<file path="src/design/dbf_pkg.sv">
package dbf_pkg;

  // data memory and buffer geometry
  localparam int unsigned ADDR_W     = 7;             // nibble address width
  localparam int unsigned NIB_W      = 4;             // width of one memory cell
  localparam int unsigned MEM_DEPTH  = 128;           // nibbles in the first memory bank
  localparam int unsigned CTRL_DEPTH = 64;            // nibbles in the control area
  localparam int unsigned BUF_W      = 16;            // transfer buffer width
  localparam int unsigned BYTE_W     = 8;             // narrow peripheral width
  localparam int unsigned TABLE_W    = 10;            // effective table pointer bits

  // transfer buffer nibble addresses, most significant first
  localparam logic [6:0] BUF_TOP_ADDR   = 7'h0c;      // bits 15..12
  localparam logic [6:0] BUF_UMID_ADDR  = 7'h0d;      // bits 11..8
  localparam logic [6:0] BUF_LMID_ADDR  = 7'h0e;      // bits 7..4
  localparam logic [6:0] BUF_LOW_ADDR   = 7'h0f;      // bits 3..0

  // register file layout
  localparam logic [6:0] WINDOW_ADDR    = 7'h78;      // window nibble
  localparam logic [6:0] SHARED_BASE    = 7'h40;      // first nibble shared with memory

  // peripheral addresses
  localparam logic [6:0] PA_SERIAL      = 7'h01;      // serial_shift_data, store and fetch
  localparam logic [6:0] PA_TIMER       = 7'h02;      // timer_live_count, fetch only
  localparam logic [6:0] PA_RELOAD      = 7'h03;      // timer_reload_limit, store only
  localparam logic [6:0] PA_TABLE       = 7'h40;      // table_pointer, 16-bit

  // reset values
  localparam logic [3:0] MEM_RESET      = 4'h0;
  localparam logic [3:0] CTRL_RESET     = 4'h0;
  localparam logic [7:0] SERIAL_RESET   = 8'h00;
  localparam logic [7:0] RELOAD_RESET   = 8'h00;
  localparam logic [9:0] TABLE_RESET    = 10'h000;
  localparam logic [15:0] FETCH_UNDEF   = 16'h0000;   // answer of a store-only register
  localparam logic [3:0] CTRL_UNDEF     = 4'h0;       // answer of an unused control nibble

  // default control area map: used nibbles and the read-only ones among them
  localparam logic [63:0] CTRL_USED_DEF = 64'h000f_0000_00ff_00ff;
  localparam logic [63:0] CTRL_RO_DEF   = 64'h0008_0000_0080_0000;

  // requests from the cpu core
  typedef enum logic [2:0] {
    OP_NONE,       // idle
    OP_MEM_READ,   // data memory read
    OP_MEM_WRITE,  // data memory write
    OP_FETCH,      // peripheral_fetch into the buffer
    OP_STORE,      // buffer into a peripheral
    OP_TABLE,      // table_lookup_op
    OP_RF_READ,    // register_file_read_op into the window
    OP_RF_WRITE    // register_file_write_op from the window
  } dbf_op_t;

endpackage : dbf_pkg

</file>
<file path="src/design/dbf_core.sv">
`timescale 1ns/1ps
// Function
// - writes to read-only control nibbles ignored
// - unused control nibbles: any read, inert writes
// - buffer is nibbles 0ch to 0fh
// - bit 0 of 0fh is lsb
// - buffer nibbles are ordinary memory cells
// - fetch copies peripheral into buffer
// - store copies buffer into peripheral
// - fetch of store-only gives arbitrary value
// - store to fetch-only is a no-operation
// - serial 01h rw, count 02h, reload 03h
// - table pointer at 40h, 10 bits, rw
// - transfers are 8 or 16 bits
// - both widths take the same cycles
// - narrow store uses low byte only
// - narrow fetch keeps upper two nibbles
// - table lookup loads program word into buffer
// - register file reached through window at 78h
// - register file 40h-7fh is data memory
module dbf_core #(
  parameter logic [63:0] CTRL_USED = dbf_pkg::CTRL_USED_DEF,  // existing control nibbles
  parameter logic [63:0] CTRL_RO   = dbf_pkg::CTRL_RO_DEF     // read-only control nibbles
) (
  // clock and reset
  input  wire logic             clock,
  input  wire logic             rst_b,
  // request from the cpu core
  input  wire dbf_pkg::dbf_op_t op,
  input  wire logic [6:0]       addr,
  input  wire logic [3:0]       wdata,
  output logic      [3:0]       rdata,
  output logic                  done,
  // peripheral registers
  input  wire logic [7:0]       timer_live_count,
  output logic      [7:0]       serial_shift_data,
  output logic      [7:0]       timer_reload_limit,
  output logic      [9:0]       table_pointer,
  // program memory word at table_pointer
  input  wire logic [15:0]      rom_data,
  // control area towards the peripherals
  input  wire logic [255:0]     ctrl_status,
  output logic      [255:0]     ctrl_out,
  // buffer view
  output logic      [15:0]      transfer_buffer
);

  // state of the first memory bank and the answer registers
  typedef struct packed {
    logic [127:0][3:0] mem;    // data memory, buffer and window included
    logic [3:0]        rdata;  // read answer
    logic              done;   // completion pulse
  } dbf_core_st_t;

  dbf_core_st_t s;       // registered state
  dbf_core_st_t next_s;  // next state

  logic [15:0] buf_val;     // buffer as one word
  logic        ctrl_hit;    // register file address lies in the control area
  logic [15:0] p_rdata;     // peripheral fetch value
  logic        p_wide;      // selected peripheral is 16 bits
  logic        p_we;        // store strobe to the peripherals
  logic [3:0]  c_rdata;     // control area read value
  logic        c_we;        // control area write strobe
  logic [3:0]  shared_val;  // memory nibble seen through the shared view

  // buffer word assembled from its four nibbles, top one most significant
  always_comb begin
    buf_val = {s.mem[dbf_pkg::BUF_TOP_ADDR], s.mem[dbf_pkg::BUF_UMID_ADDR],
               s.mem[dbf_pkg::BUF_LMID_ADDR], s.mem[dbf_pkg::BUF_LOW_ADDR]};
  end

  // register file address split
  assign ctrl_hit   = (addr < dbf_pkg::SHARED_BASE);
  assign shared_val = s.mem[addr];

  // strobes towards the two submodules
  assign p_we = (op == dbf_pkg::OP_STORE);
  assign c_we = (op == dbf_pkg::OP_RF_WRITE) && ctrl_hit;

  // peripheral registers and their store/fetch decode
  dbf_periph u_periph (
    .clock              (clock),
    .rst_b              (rst_b),
    .we                 (p_we),
    .addr               (addr),
    .wdata              (buf_val),
    .rdata              (p_rdata),
    .wide               (p_wide),
    .timer_live_count   (timer_live_count),
    .serial_shift_data  (serial_shift_data),
    .timer_reload_limit (timer_reload_limit),
    .table_pointer      (table_pointer)
  );

  // control register area with read-only and unused handling
  dbf_ctrl_area #(
    .USED (CTRL_USED),
    .RO   (CTRL_RO)
  ) u_ctrl (
    .clock       (clock),
    .rst_b       (rst_b),
    .we          (c_we),
    .addr        (addr[5:0]),
    .wdata       (s.mem[dbf_pkg::WINDOW_ADDR]),
    .rdata       (c_rdata),
    .ctrl_status (ctrl_status),
    .ctrl_out    (ctrl_out)
  );

  // request decode: every request completes in a single cycle
  always_comb begin
    next_s      = s;
    next_s.done = (op != dbf_pkg::OP_NONE);
    unique case (op)
      // nothing requested
      dbf_pkg::OP_NONE: begin
        next_s.done = 1'b0;
      end
      // plain memory read, buffer nibbles included
      dbf_pkg::OP_MEM_READ: begin
        next_s.rdata = s.mem[addr];
      end
      // plain memory write, buffer nibbles included
      dbf_pkg::OP_MEM_WRITE: begin
        next_s.mem[addr] = wdata;
      end
      // peripheral into buffer; narrow fetch leaves the top byte alone
      dbf_pkg::OP_FETCH: begin
        next_s.mem[dbf_pkg::BUF_LMID_ADDR] = p_rdata[7:4];
        next_s.mem[dbf_pkg::BUF_LOW_ADDR]  = p_rdata[3:0];
        if (p_wide) begin
          next_s.mem[dbf_pkg::BUF_TOP_ADDR]  = p_rdata[15:12];
          next_s.mem[dbf_pkg::BUF_UMID_ADDR] = p_rdata[11:8];
        end
      end
      // buffer into peripheral, handled by the strobe
      dbf_pkg::OP_STORE: begin
        next_s.rdata = s.rdata;
      end
      // program word at the table pointer into the buffer
      dbf_pkg::OP_TABLE: begin
        next_s.mem[dbf_pkg::BUF_TOP_ADDR]  = rom_data[15:12];
        next_s.mem[dbf_pkg::BUF_UMID_ADDR] = rom_data[11:8];
        next_s.mem[dbf_pkg::BUF_LMID_ADDR] = rom_data[7:4];
        next_s.mem[dbf_pkg::BUF_LOW_ADDR]  = rom_data[3:0];
      end
      // register file into the window nibble
      dbf_pkg::OP_RF_READ: begin
        if (ctrl_hit) begin
          next_s.mem[dbf_pkg::WINDOW_ADDR] = c_rdata;
        end else begin
          next_s.mem[dbf_pkg::WINDOW_ADDR] = shared_val;
        end
      end
      // window nibble into the register file
      dbf_pkg::OP_RF_WRITE: begin
        if (!ctrl_hit) begin
          next_s.mem[addr] = s.mem[dbf_pkg::WINDOW_ADDR];
        end
      end
    endcase
  end

  // state register
  always_ff @(posedge clock or negedge rst_b) begin
    if (!rst_b) begin
      s <= '{mem: {128{dbf_pkg::MEM_RESET}}, rdata: 4'h0, done: 1'b0};
    end else begin
      s <= next_s;
    end
  end

  // outputs straight from the state flip-flops
  assign rdata           = s.rdata;
  assign done            = s.done;
  assign transfer_buffer = buf_val;
endmodule : dbf_core

</file>
<file path="src/design/dbf_ctrl_area.sv">
`timescale 1ns/1ps
module dbf_ctrl_area #(
  parameter logic [63:0] USED = dbf_pkg::CTRL_USED_DEF,  // nibbles that exist
  parameter logic [63:0] RO   = dbf_pkg::CTRL_RO_DEF     // nibbles that only read
) (
  // clock and reset
  input  wire logic         clock,
  input  wire logic         rst_b,
  // access from the window
  input  wire logic         we,
  input  wire logic [5:0]   addr,
  input  wire logic [3:0]   wdata,
  output logic      [3:0]   rdata,
  // peripheral side
  input  wire logic [255:0] ctrl_status,
  output logic      [255:0] ctrl_out
);

  // state: one nibble per location
  typedef struct packed {
    logic [63:0][3:0] nib;
  } dbf_ctrl_st_t;

  dbf_ctrl_st_t s;       // registered state
  dbf_ctrl_st_t next_s;  // next state

  // refuse a map where a read-only nibble is not a used one
  if ((RO & ~USED) != 64'h0) begin : g_map_check
    $error("read-only control nibble outside the used map");
  end

  // write decode: read-only and unused nibbles keep their value
  always_comb begin
    next_s = s;
    for (int i = 0; i < 64; i++) begin
      if (we && (addr == 6'(i)) && USED[i] && !RO[i]) begin
        next_s.nib[i] = wdata;
      end
    end
  end

  // read mux: status for read-only, store for writable, fixed value for unused
  always_comb begin
    if (!USED[addr]) begin
      rdata = dbf_pkg::CTRL_UNDEF;
    end else if (RO[addr]) begin
      rdata = ctrl_status[{addr, 2'b00} +: 4];
    end else begin
      rdata = s.nib[addr];
    end
  end

  // state register
  always_ff @(posedge clock or negedge rst_b) begin
    if (!rst_b) begin
      s <= '{nib: {64{dbf_pkg::CTRL_RESET}}};
    end else begin
      s <= next_s;
    end
  end

  assign ctrl_out = s.nib;

endmodule : dbf_ctrl_area

</file>
<file path="src/design/dbf_periph.sv">
`timescale 1ns/1ps
module dbf_periph (
  // clock and reset
  input  wire logic        clock,
  input  wire logic        rst_b,
  // transfer port
  input  wire logic        we,
  input  wire logic [6:0]  addr,
  input  wire logic [15:0] wdata,
  output logic      [15:0] rdata,
  output logic             wide,
  // peripheral registers
  input  wire logic [7:0]  timer_live_count,
  output logic      [7:0]  serial_shift_data,
  output logic      [7:0]  timer_reload_limit,
  output logic      [9:0]  table_pointer
);

  // state of the writable peripheral registers
  typedef struct packed {
    logic [7:0] serial;
    logic [7:0] reload;
    logic [9:0] tp;
  } dbf_periph_st_t;

  dbf_periph_st_t s;       // registered state
  dbf_periph_st_t next_s;  // next state

  // store decode; the timer count is fetch-only so a store there does nothing
  always_comb begin
    next_s = s;
    if (we) begin
      unique case (addr)
        dbf_pkg::PA_SERIAL: next_s.serial = wdata[7:0];
        dbf_pkg::PA_RELOAD: next_s.reload = wdata[7:0];
        dbf_pkg::PA_TABLE:  next_s.tp     = wdata[9:0];
        default:            next_s        = s;
      endcase
    end
  end

  // fetch mux and transfer width
  always_comb begin
    wide  = (addr == dbf_pkg::PA_TABLE);
    rdata = dbf_pkg::FETCH_UNDEF;
    unique case (addr)
      dbf_pkg::PA_SERIAL: rdata = {8'h00, s.serial};
      dbf_pkg::PA_TIMER:  rdata = {8'h00, timer_live_count};
      dbf_pkg::PA_TABLE:  rdata = {6'h00, s.tp};
      default:            rdata = dbf_pkg::FETCH_UNDEF;
    endcase
  end

  // state register
  always_ff @(posedge clock or negedge rst_b) begin
    if (!rst_b) begin
      s <= '{serial: dbf_pkg::SERIAL_RESET, reload: dbf_pkg::RELOAD_RESET,
             tp: dbf_pkg::TABLE_RESET};
    end else begin
      s <= next_s;
    end
  end

  assign serial_shift_data  = s.serial;
  assign timer_reload_limit = s.reload;
  assign table_pointer      = s.tp;

endmodule : dbf_periph

</file>
<file path="config.mk">
export PLATFORM = sky130hd
export DESIGN_NAME = dbf_core
export DESIGN_NICKNAME = d
export VERILOG_FILES = /design/src/design/dbf_pkg.sv /design/src/design/dbf_core.sv /design/src/design/dbf_ctrl_area.sv /design/src/design/dbf_periph.sv
export SDC_FILE = /design/constraint.sdc
export NUM_CORES = 1
export LEC_CHECK = 0
export ABC_AREA = 0
export ABC_CLOCK_PERIOD_IN_PS = 2600
export BUFFER_PORTS_ARGS = -buffer_cell sky130_fd_sc_hd__buf_4
export CORE_ASPECT_RATIO = 0.5
export CORE_MARGIN = 2
export CORE_UTILIZATION = 42
export CTS_BUF_LIST = sky130_fd_sc_hd__clkbuf_8
export DETAILED_ROUTE_END_ITERATION = 10
export GPL_TIMING_DRIVEN = 0
export SLEW_MARGIN = 20
export SYNTH_ARGS = -nofsm -noshare
export SYNTH_HDL_FRONTEND = slang
export SYNTH_SLANG_ARGS = --single-unit
</file>
<file path="constraint.sdc">
create_clock -name clock -period 2.6 [get_ports clock]
set_input_delay 0.26 -clock clock [delete_from_list [all_inputs] [get_ports clock]]
set_output_delay 0.26 -clock clock [all_outputs]
set_load 0.03 [all_outputs]
</file>
---- After elaboration in Yosys (flattened, before gate mapping) ----
Memory sizes are Yosys's and may differ from the RTL's.
Cells that the tools add are included.
cells by class
  eq/ne operators ......................... 30
  order comparisons ....................... 4
  reduce and logical (&&, ||, !) cells .... 33
  muxes and demuxes ....................... 22
  shift-type cells ........................ 1
operators by type and width
  operator                                                                       count
  512-bit bitwise mux                                                            2
  416-bit case mux with 2 select lines                                           1
  512-bit two-way mux                                                            1
  256-bit by 9-bit indexed part select with 4-bit output                         1
  48-bit case mux with 2 select lines                                            1
  16-bit case mux with 4 select lines                                            1
  28-bit case mux with 2 select lines                                            1
  6-bit by 5-bit == test with 1-bit output (second input constant)               7
  10-bit case mux with 3 select lines                                            1
  4-bit binary-select mux with 7-bit select                                      1
  4-bit demux with 7-bit select                                                  1
  4-bit binary-select mux with 6-bit select                                      1
  6-bit by 3-bit == test with 1-bit output (second input constant)               4
  4-bit two-way mux                                                              6
  1-bit logical AND                                                              20
  6-bit == test (second input constant)                                          3
  7-bit by 2-bit == test with 1-bit output (second input constant)               2
  3-bit == test (second input constant)                                          4
  6-bit by 2-bit == test with 1-bit output (second input constant)               2
  4-bit case mux with 3 select lines                                             1
  2-bit AND reduction                                                            6
  7-bit by 8-bit less-than comparator with 1-bit output (second input constant)  1
  8-bit two-way mux                                                              1
  7-bit by 1-bit == test with 1-bit output (second input constant)               1
  other kinds (15)                                                               20
storage, ports and cells
  bits in read-only memories .............. 128
  flip-flop bits (word level) ............. 615
  memories kept ........................... 2
  input port bits ......................... 296
  output and inout port bits .............. 303
memory list
  memory            words  bits a word  read ports  clocked after Yosys merged registers in  write ports  RTL line             RTL
  (name not given)  64     1            1           0                                        0            dbf_ctrl_area.sv:44  if (!USED[addr]) begin
  (name not given)  64     1            1           0                                        0            dbf_ctrl_area.sv:46  end else if (RO[addr]) begin

---- Depth between registers and ports, before layout ----
  depth in word-level cells ............... 7
  gate-level depth with buffers ........... 11
  gate-level depth less buffers ........... 6

---- Cells and area by module ----
A second synthesis with hierarchy kept.
second synthesis, totals
  cells, all modules ...................... 3040
  area, all modules ....................... 30853.3 µm²
modules (own cells, without submodules)
  module         instances  area an instance (µm²)  cells an instance
  dbf_core       1          24350.9                 2488
  dbf_ctrl_area  1          5158.7                  460
  dbf_periph     1          1343.8                  92

---- Worst setup path after synthesis ----
OpenSTA, ideal clock, no wires.
  kind .................................... input -> register
  from .................................... in addr[0]
  to ...................................... reg s, in the netlist rdata[2]
  path buffers ............................ 3
  arrival ................................. 1.922 ns
  stages .................................. 9
  setup slack ............................. 0.552 ns
  data required time ...................... 2.474 ns
  library setup time ...................... 0.126 ns
  cell sequence ........................... buf_6 buf_6 buf_2 mux2i_1 a22oi_1 nand3_1 o21ai_0 or3_1 a221o_1
between the ends
  cells in the longest elaborated chain, start to end .. 2
ends and longest elaborated chain
  element                                    RTL line         RTL
  from (decl)                                dbf_core.sv:30   input wire logic [6:0] addr,
  4-bit binary-select mux with 7-bit select  dbf_core.sv:122  next_s.rdata = s.mem[addr];
  4-bit two-way mux (not written as such)    dbf_core.sv:122
  to (signal assigned)                       dbf_core.sv:168  s <= '{mem: {128{dbf_pkg::MEM_RESET}}, rdata: 4'h0, done: 1'b0};
  to (signal assigned)                       dbf_core.sv:170  s <= next_s;
  to (decl)                                  dbf_core.sv:55   dbf_core_st_t s;
Every way passes these cells. The select of a mux whose other input is x is not followed.
A chain may end at the register's enable or synchronous reset.

---- Final worst setup path ----
  from .................................... in addr[1]
  to ...................................... reg u_ctrl.s, in the netlist u_ctrl.ctrl_out[30]
between the ends
  cells in the longest elaborated chain, start to end .. 3
  elaborated cells between the ends (all ways) .. 4
ends and longest elaborated chain
  element                     RTL line             RTL
  7-bit less-than comparator  dbf_core.sv:74       assign ctrl_hit = (addr < dbf_pkg::SHARED_BASE);
  1-bit logical AND           dbf_core.sv:79       assign c_we = (op == dbf_pkg::OP_RF_WRITE) && ctrl_hit;
  1-bit logical AND *         dbf_ctrl_area.sv:36  if (we && (addr == 6'(i)) && USED[i] && !RO[i]) begin
  to (signal assigned)        dbf_ctrl_area.sv:56  s <= '{nib: {64{dbf_pkg::CTRL_RESET}}};
  to (signal assigned)        dbf_ctrl_area.sv:58  s <= next_s;
  to (decl)                   dbf_ctrl_area.sv:24  dbf_ctrl_st_t s;
Every way passes the cells marked *; elsewhere a longest branch is shown, timed or not.

==> impl_results.md <==
- Final worst setup slack: -0.153 ns
- P_leak: 17.4 nW
- Post-synthesis compound-gate area fraction: 0.144
- Slew at the pin closest to its max-slew limit: 1.13 ns
- Fmax: 363 MHz
- Final min period: 2.75 ns
- Clk sink count: 615
- Clock root cell: clkbuf_8
- DR iter-0 viols: 3059
- Detail Placement HPWL: 82.9 mm
- Synth area leader: dfrtp_1
- Avg Cell Area, Syn: 10.2 um^2
- Outcome: finished, violations left
- CTS H-tree lvls: 3
- IO Pins: 599
- Post-synth top flop: dfrtp_1
- Main combinational cell family by area after synthesis: multiplexers
- Initial Utilization: 0.427
- IO Port Bufs: 205
- Die W: 385 um
- Final setup vio count: 45
- CP arrival: 3.37 ns
- VDD IR max: 306 uV
- Total CTS buffers: 94
- Chip height: 195 um
- Area grow syn2layout: 18.8%
- Hold WC Path Type: primary input to async pin
- Max FO, Critical Path: 10
- Yosys warns: 0
- Mapped Area: 30500 um^2
- Synth top area cells: dfrtp_1, mux4_2, buf_4
- Maximum clock path buffer count: 3
- Count of pins over their slew limit: 0
- Die area: 75000 um^2
- Site Rows: 69
- Pre-CTS WS: -0.963 ns
- Final core utilization: 0.507
- TritonCTS clock tree: done
- Seq/Total Area, Yosys: 0.504
- Failing checks: setup timing
- Top-area cell type share of the netlist area: 0.504
- Synthesized instance count: 2988
- Max-Cap Viols: 0
- Nets: 3786
- Total wire length: 115 mm
- Number of synthesized register bits: 615
- Filler cell count: 6586
- Largest net degree at the start of global routing: 90
- Crit start category: primary input
- Vias in the first global route: 24400
- Worst reg2reg path depth: 5
- Req. time, crit path: 3.22 ns
- Netlist cell types: 80
- Cell Pwr Density: 621 nW/um^2
- DR DRC count: 0
- Unrepaired setup endpoints after global routing: yes
- Core ar.: 71500 um^2
- Kind of critical path: primary input to flop
- Clk pin slew, worst setup/hold paths: 0.07 ns
- Adder-cell share of the synthesized area: 0
- Setup Buffers After CTS: 0
- Synth Area in Simple Gates: 0.121
- Final period utilization: 1.06
- Pwr Total: 22.5 mW
- Tot GR Track Use: 0.305
- RePlAce Congestion: 0.967
- Post-DRT Antenna Nets: 0
- Ys async rst share: 1.00
- Finished layout cell area: 36300 um^2
- Wire length per cell: 25.5 um
- Final hold violations: 0
- Vias/cell: 5.71
- Initial antenna violation count: 3
- Mux share of post-synthesis cell area: 0.149
- Clock latency on the worst-skew pair: 0.73 ns
- DR vias: 25800
- Slew HR: 0.247
- EDFF count, synth: 0
- Setup Skew: 0.0268 ns
- Critical Path End Type: flop
- Total grt overflow: 0
- Xor/xnor cell area share of the yosys netlist: 0
- Fraction of layout cells with a size suffix above 1: 0.252
- Area after DPL: 34200 um^2
- Drt pass-1 iters: 6
- First-pass GRT wire length: 167 mm
==> Yosys cell counts (10+ instances only) <==
| master | number |
|---|---|
| mux2i_1 | 119 |
| nand3_1 | 34 |
| nand2_1 | 388 |
| buf_6 | 19 |
| buf_2 | 45 |
| nor2_1 | 373 |
| a21oi_1 | 296 |
| nor2b_1 | 14 |
| a22oi_1 | 40 |
| mux4_2 | 78 |
| clkbuf_1 | 88 |
| o21ai_0 | 264 |
| nand2b_1 | 16 |
| dfrtp_1 | 615 |
| mux2_2 | 141 |
| o221ai_1 | 10 |
| o22ai_1 | 31 |
| buf_4 | 217 |
| a221oi_1 | 22 |
==> cell families (layout without fill, tap and decap cells) <==
kind of cell    Yosys count  count (layout)
flops                   615             615
mux                     340             340
simple gates            889             889
other cells               1             185
compound gates          760             760
buf+inv                 383             774
==> critical path, cell delays in order <==
cell and delay [ns]:
buf_4 0.12, buf_2 0.41, buf_4 0.34, buf_2 0.55
buf_4 0.33, nand3_2 0.45, nor2_1 0.50, mux2_2 0.38
==> power breakdown <==
group / internal [mW] / switching, mW / leakage (nW)
Sequential: 10.1 / 0.355 / 8.41
Clock: 4.24 / 4.06 / 1.10
Combinational: 1.28 / 2.51 / 7.86
Total: 15.6 / 6.93 / 17.4
==> routing by layer <==
layer,part of all wire,GRT usage,vias to the layer above,wire length [um]
met5,0.0011,0.0121,-,126
li1,-,-,11200,-
met4,0.039,0.114,2,4480
met2,0.44,0.455,1506,50700
met3,0.11,0.0889,292,12900
met1,0.41,0.420,12800,47200
==> final timing paths <==
path                                         start                              end  slack (ns)
worst max-delay path                       addr[1]  u_ctrl.ctrl_out[30]$_DFFE_PN0P_       -0.15
worst min-delay path                         rst_b               s[209]$_DFFE_PN0P_        0.03
worst max register to register  s[486]$_DFFE_PN0P_               s[402]$_DFFE_PN0P_       -0.02
worst min register to register  s[144]$_DFFE_PN0P_               s[144]$_DFFE_PN0P_        0.48
max in group asynchronous                    rst_b  transfer_buffer[13]$_DFFE_PN0P_        1.09
min in group clock                    rom_data[15]  transfer_buffer[15]$_DFFE_PN0P_        0.06
==> cell usage in the layout, fill, tap and decap left out, types with 10 or more instances in the layout <==
cell        n
o21ai_0   264
conb_1    184
inv_1      41
clkbuf_8  120
buf_2      44
nor2_1    371
nand2_1   388
o22ai_1    31
clkbuf_1   75
nor2b_1    14
mux4_2     78
clkbuf_2   13
a22oi_1    40
mux2_2    141
a221oi_1   22
o221ai_1   10
buf_6      20
mux2i_1   118
buf_4     421
dfrtp_1   615
nand3_1    34
nand2b_1   16
a21oi_1   296
==> stage by stage <==
stage	instances	hold WS, ns	TNS, ns
3_5_place_dp	4344	0.185	-148.34
2_1_floorplan	3171	-0.0356	0
5_1_grt	4521	0.0556	-0.796
6_report	4521	0.0267	-2.21
3_3_place_gp	4334	0.456	-3585.02
4_1_cts	4520	0.00317	0
==> state kept, by name, summed over array words and instances (netlist names) <==
register	cells
u_periph.serial_shift_data	8
s	496
u_periph.timer_reload_limit	8
rdata	4
u_periph.table_pointer	10
u_ctrl.ctrl_out	72
transfer_buffer	16
done	1
==> final cells by class <==
| class | instances | area [um^2] | area share |
|---|---|---|---|
| Timing Repair Buffer | 223 | 1870 | 0.0515 |
| Sequential cell | 615 | 15400 | 0.424 |
| Multi-Input combinational cell | 2173 | 13400 | 0.370 |
| Clock buffer | 120 | 1650 | 0.0455 |
| Antenna cell | 1 | 2.50 | 0.0000690 |
| Tap cell | 958 | 1200 | 0.0330 |
| Buffer | 375 | 2460 | 0.0680 |
| Inverter | 8 | 33.8 | 0.000931 |
| Clock inverter | 48 | 239 | 0.00659 |
==> what timing repair did <==
action	in CTS	in global routing
hold buffers	8	0
resized for setup	10	16
pin swaps	0	0
setup endpoints to repair	88	72
endpoints found under the hold margin	259	0
No activity file was read; power rests on OpenSTA's default activity.
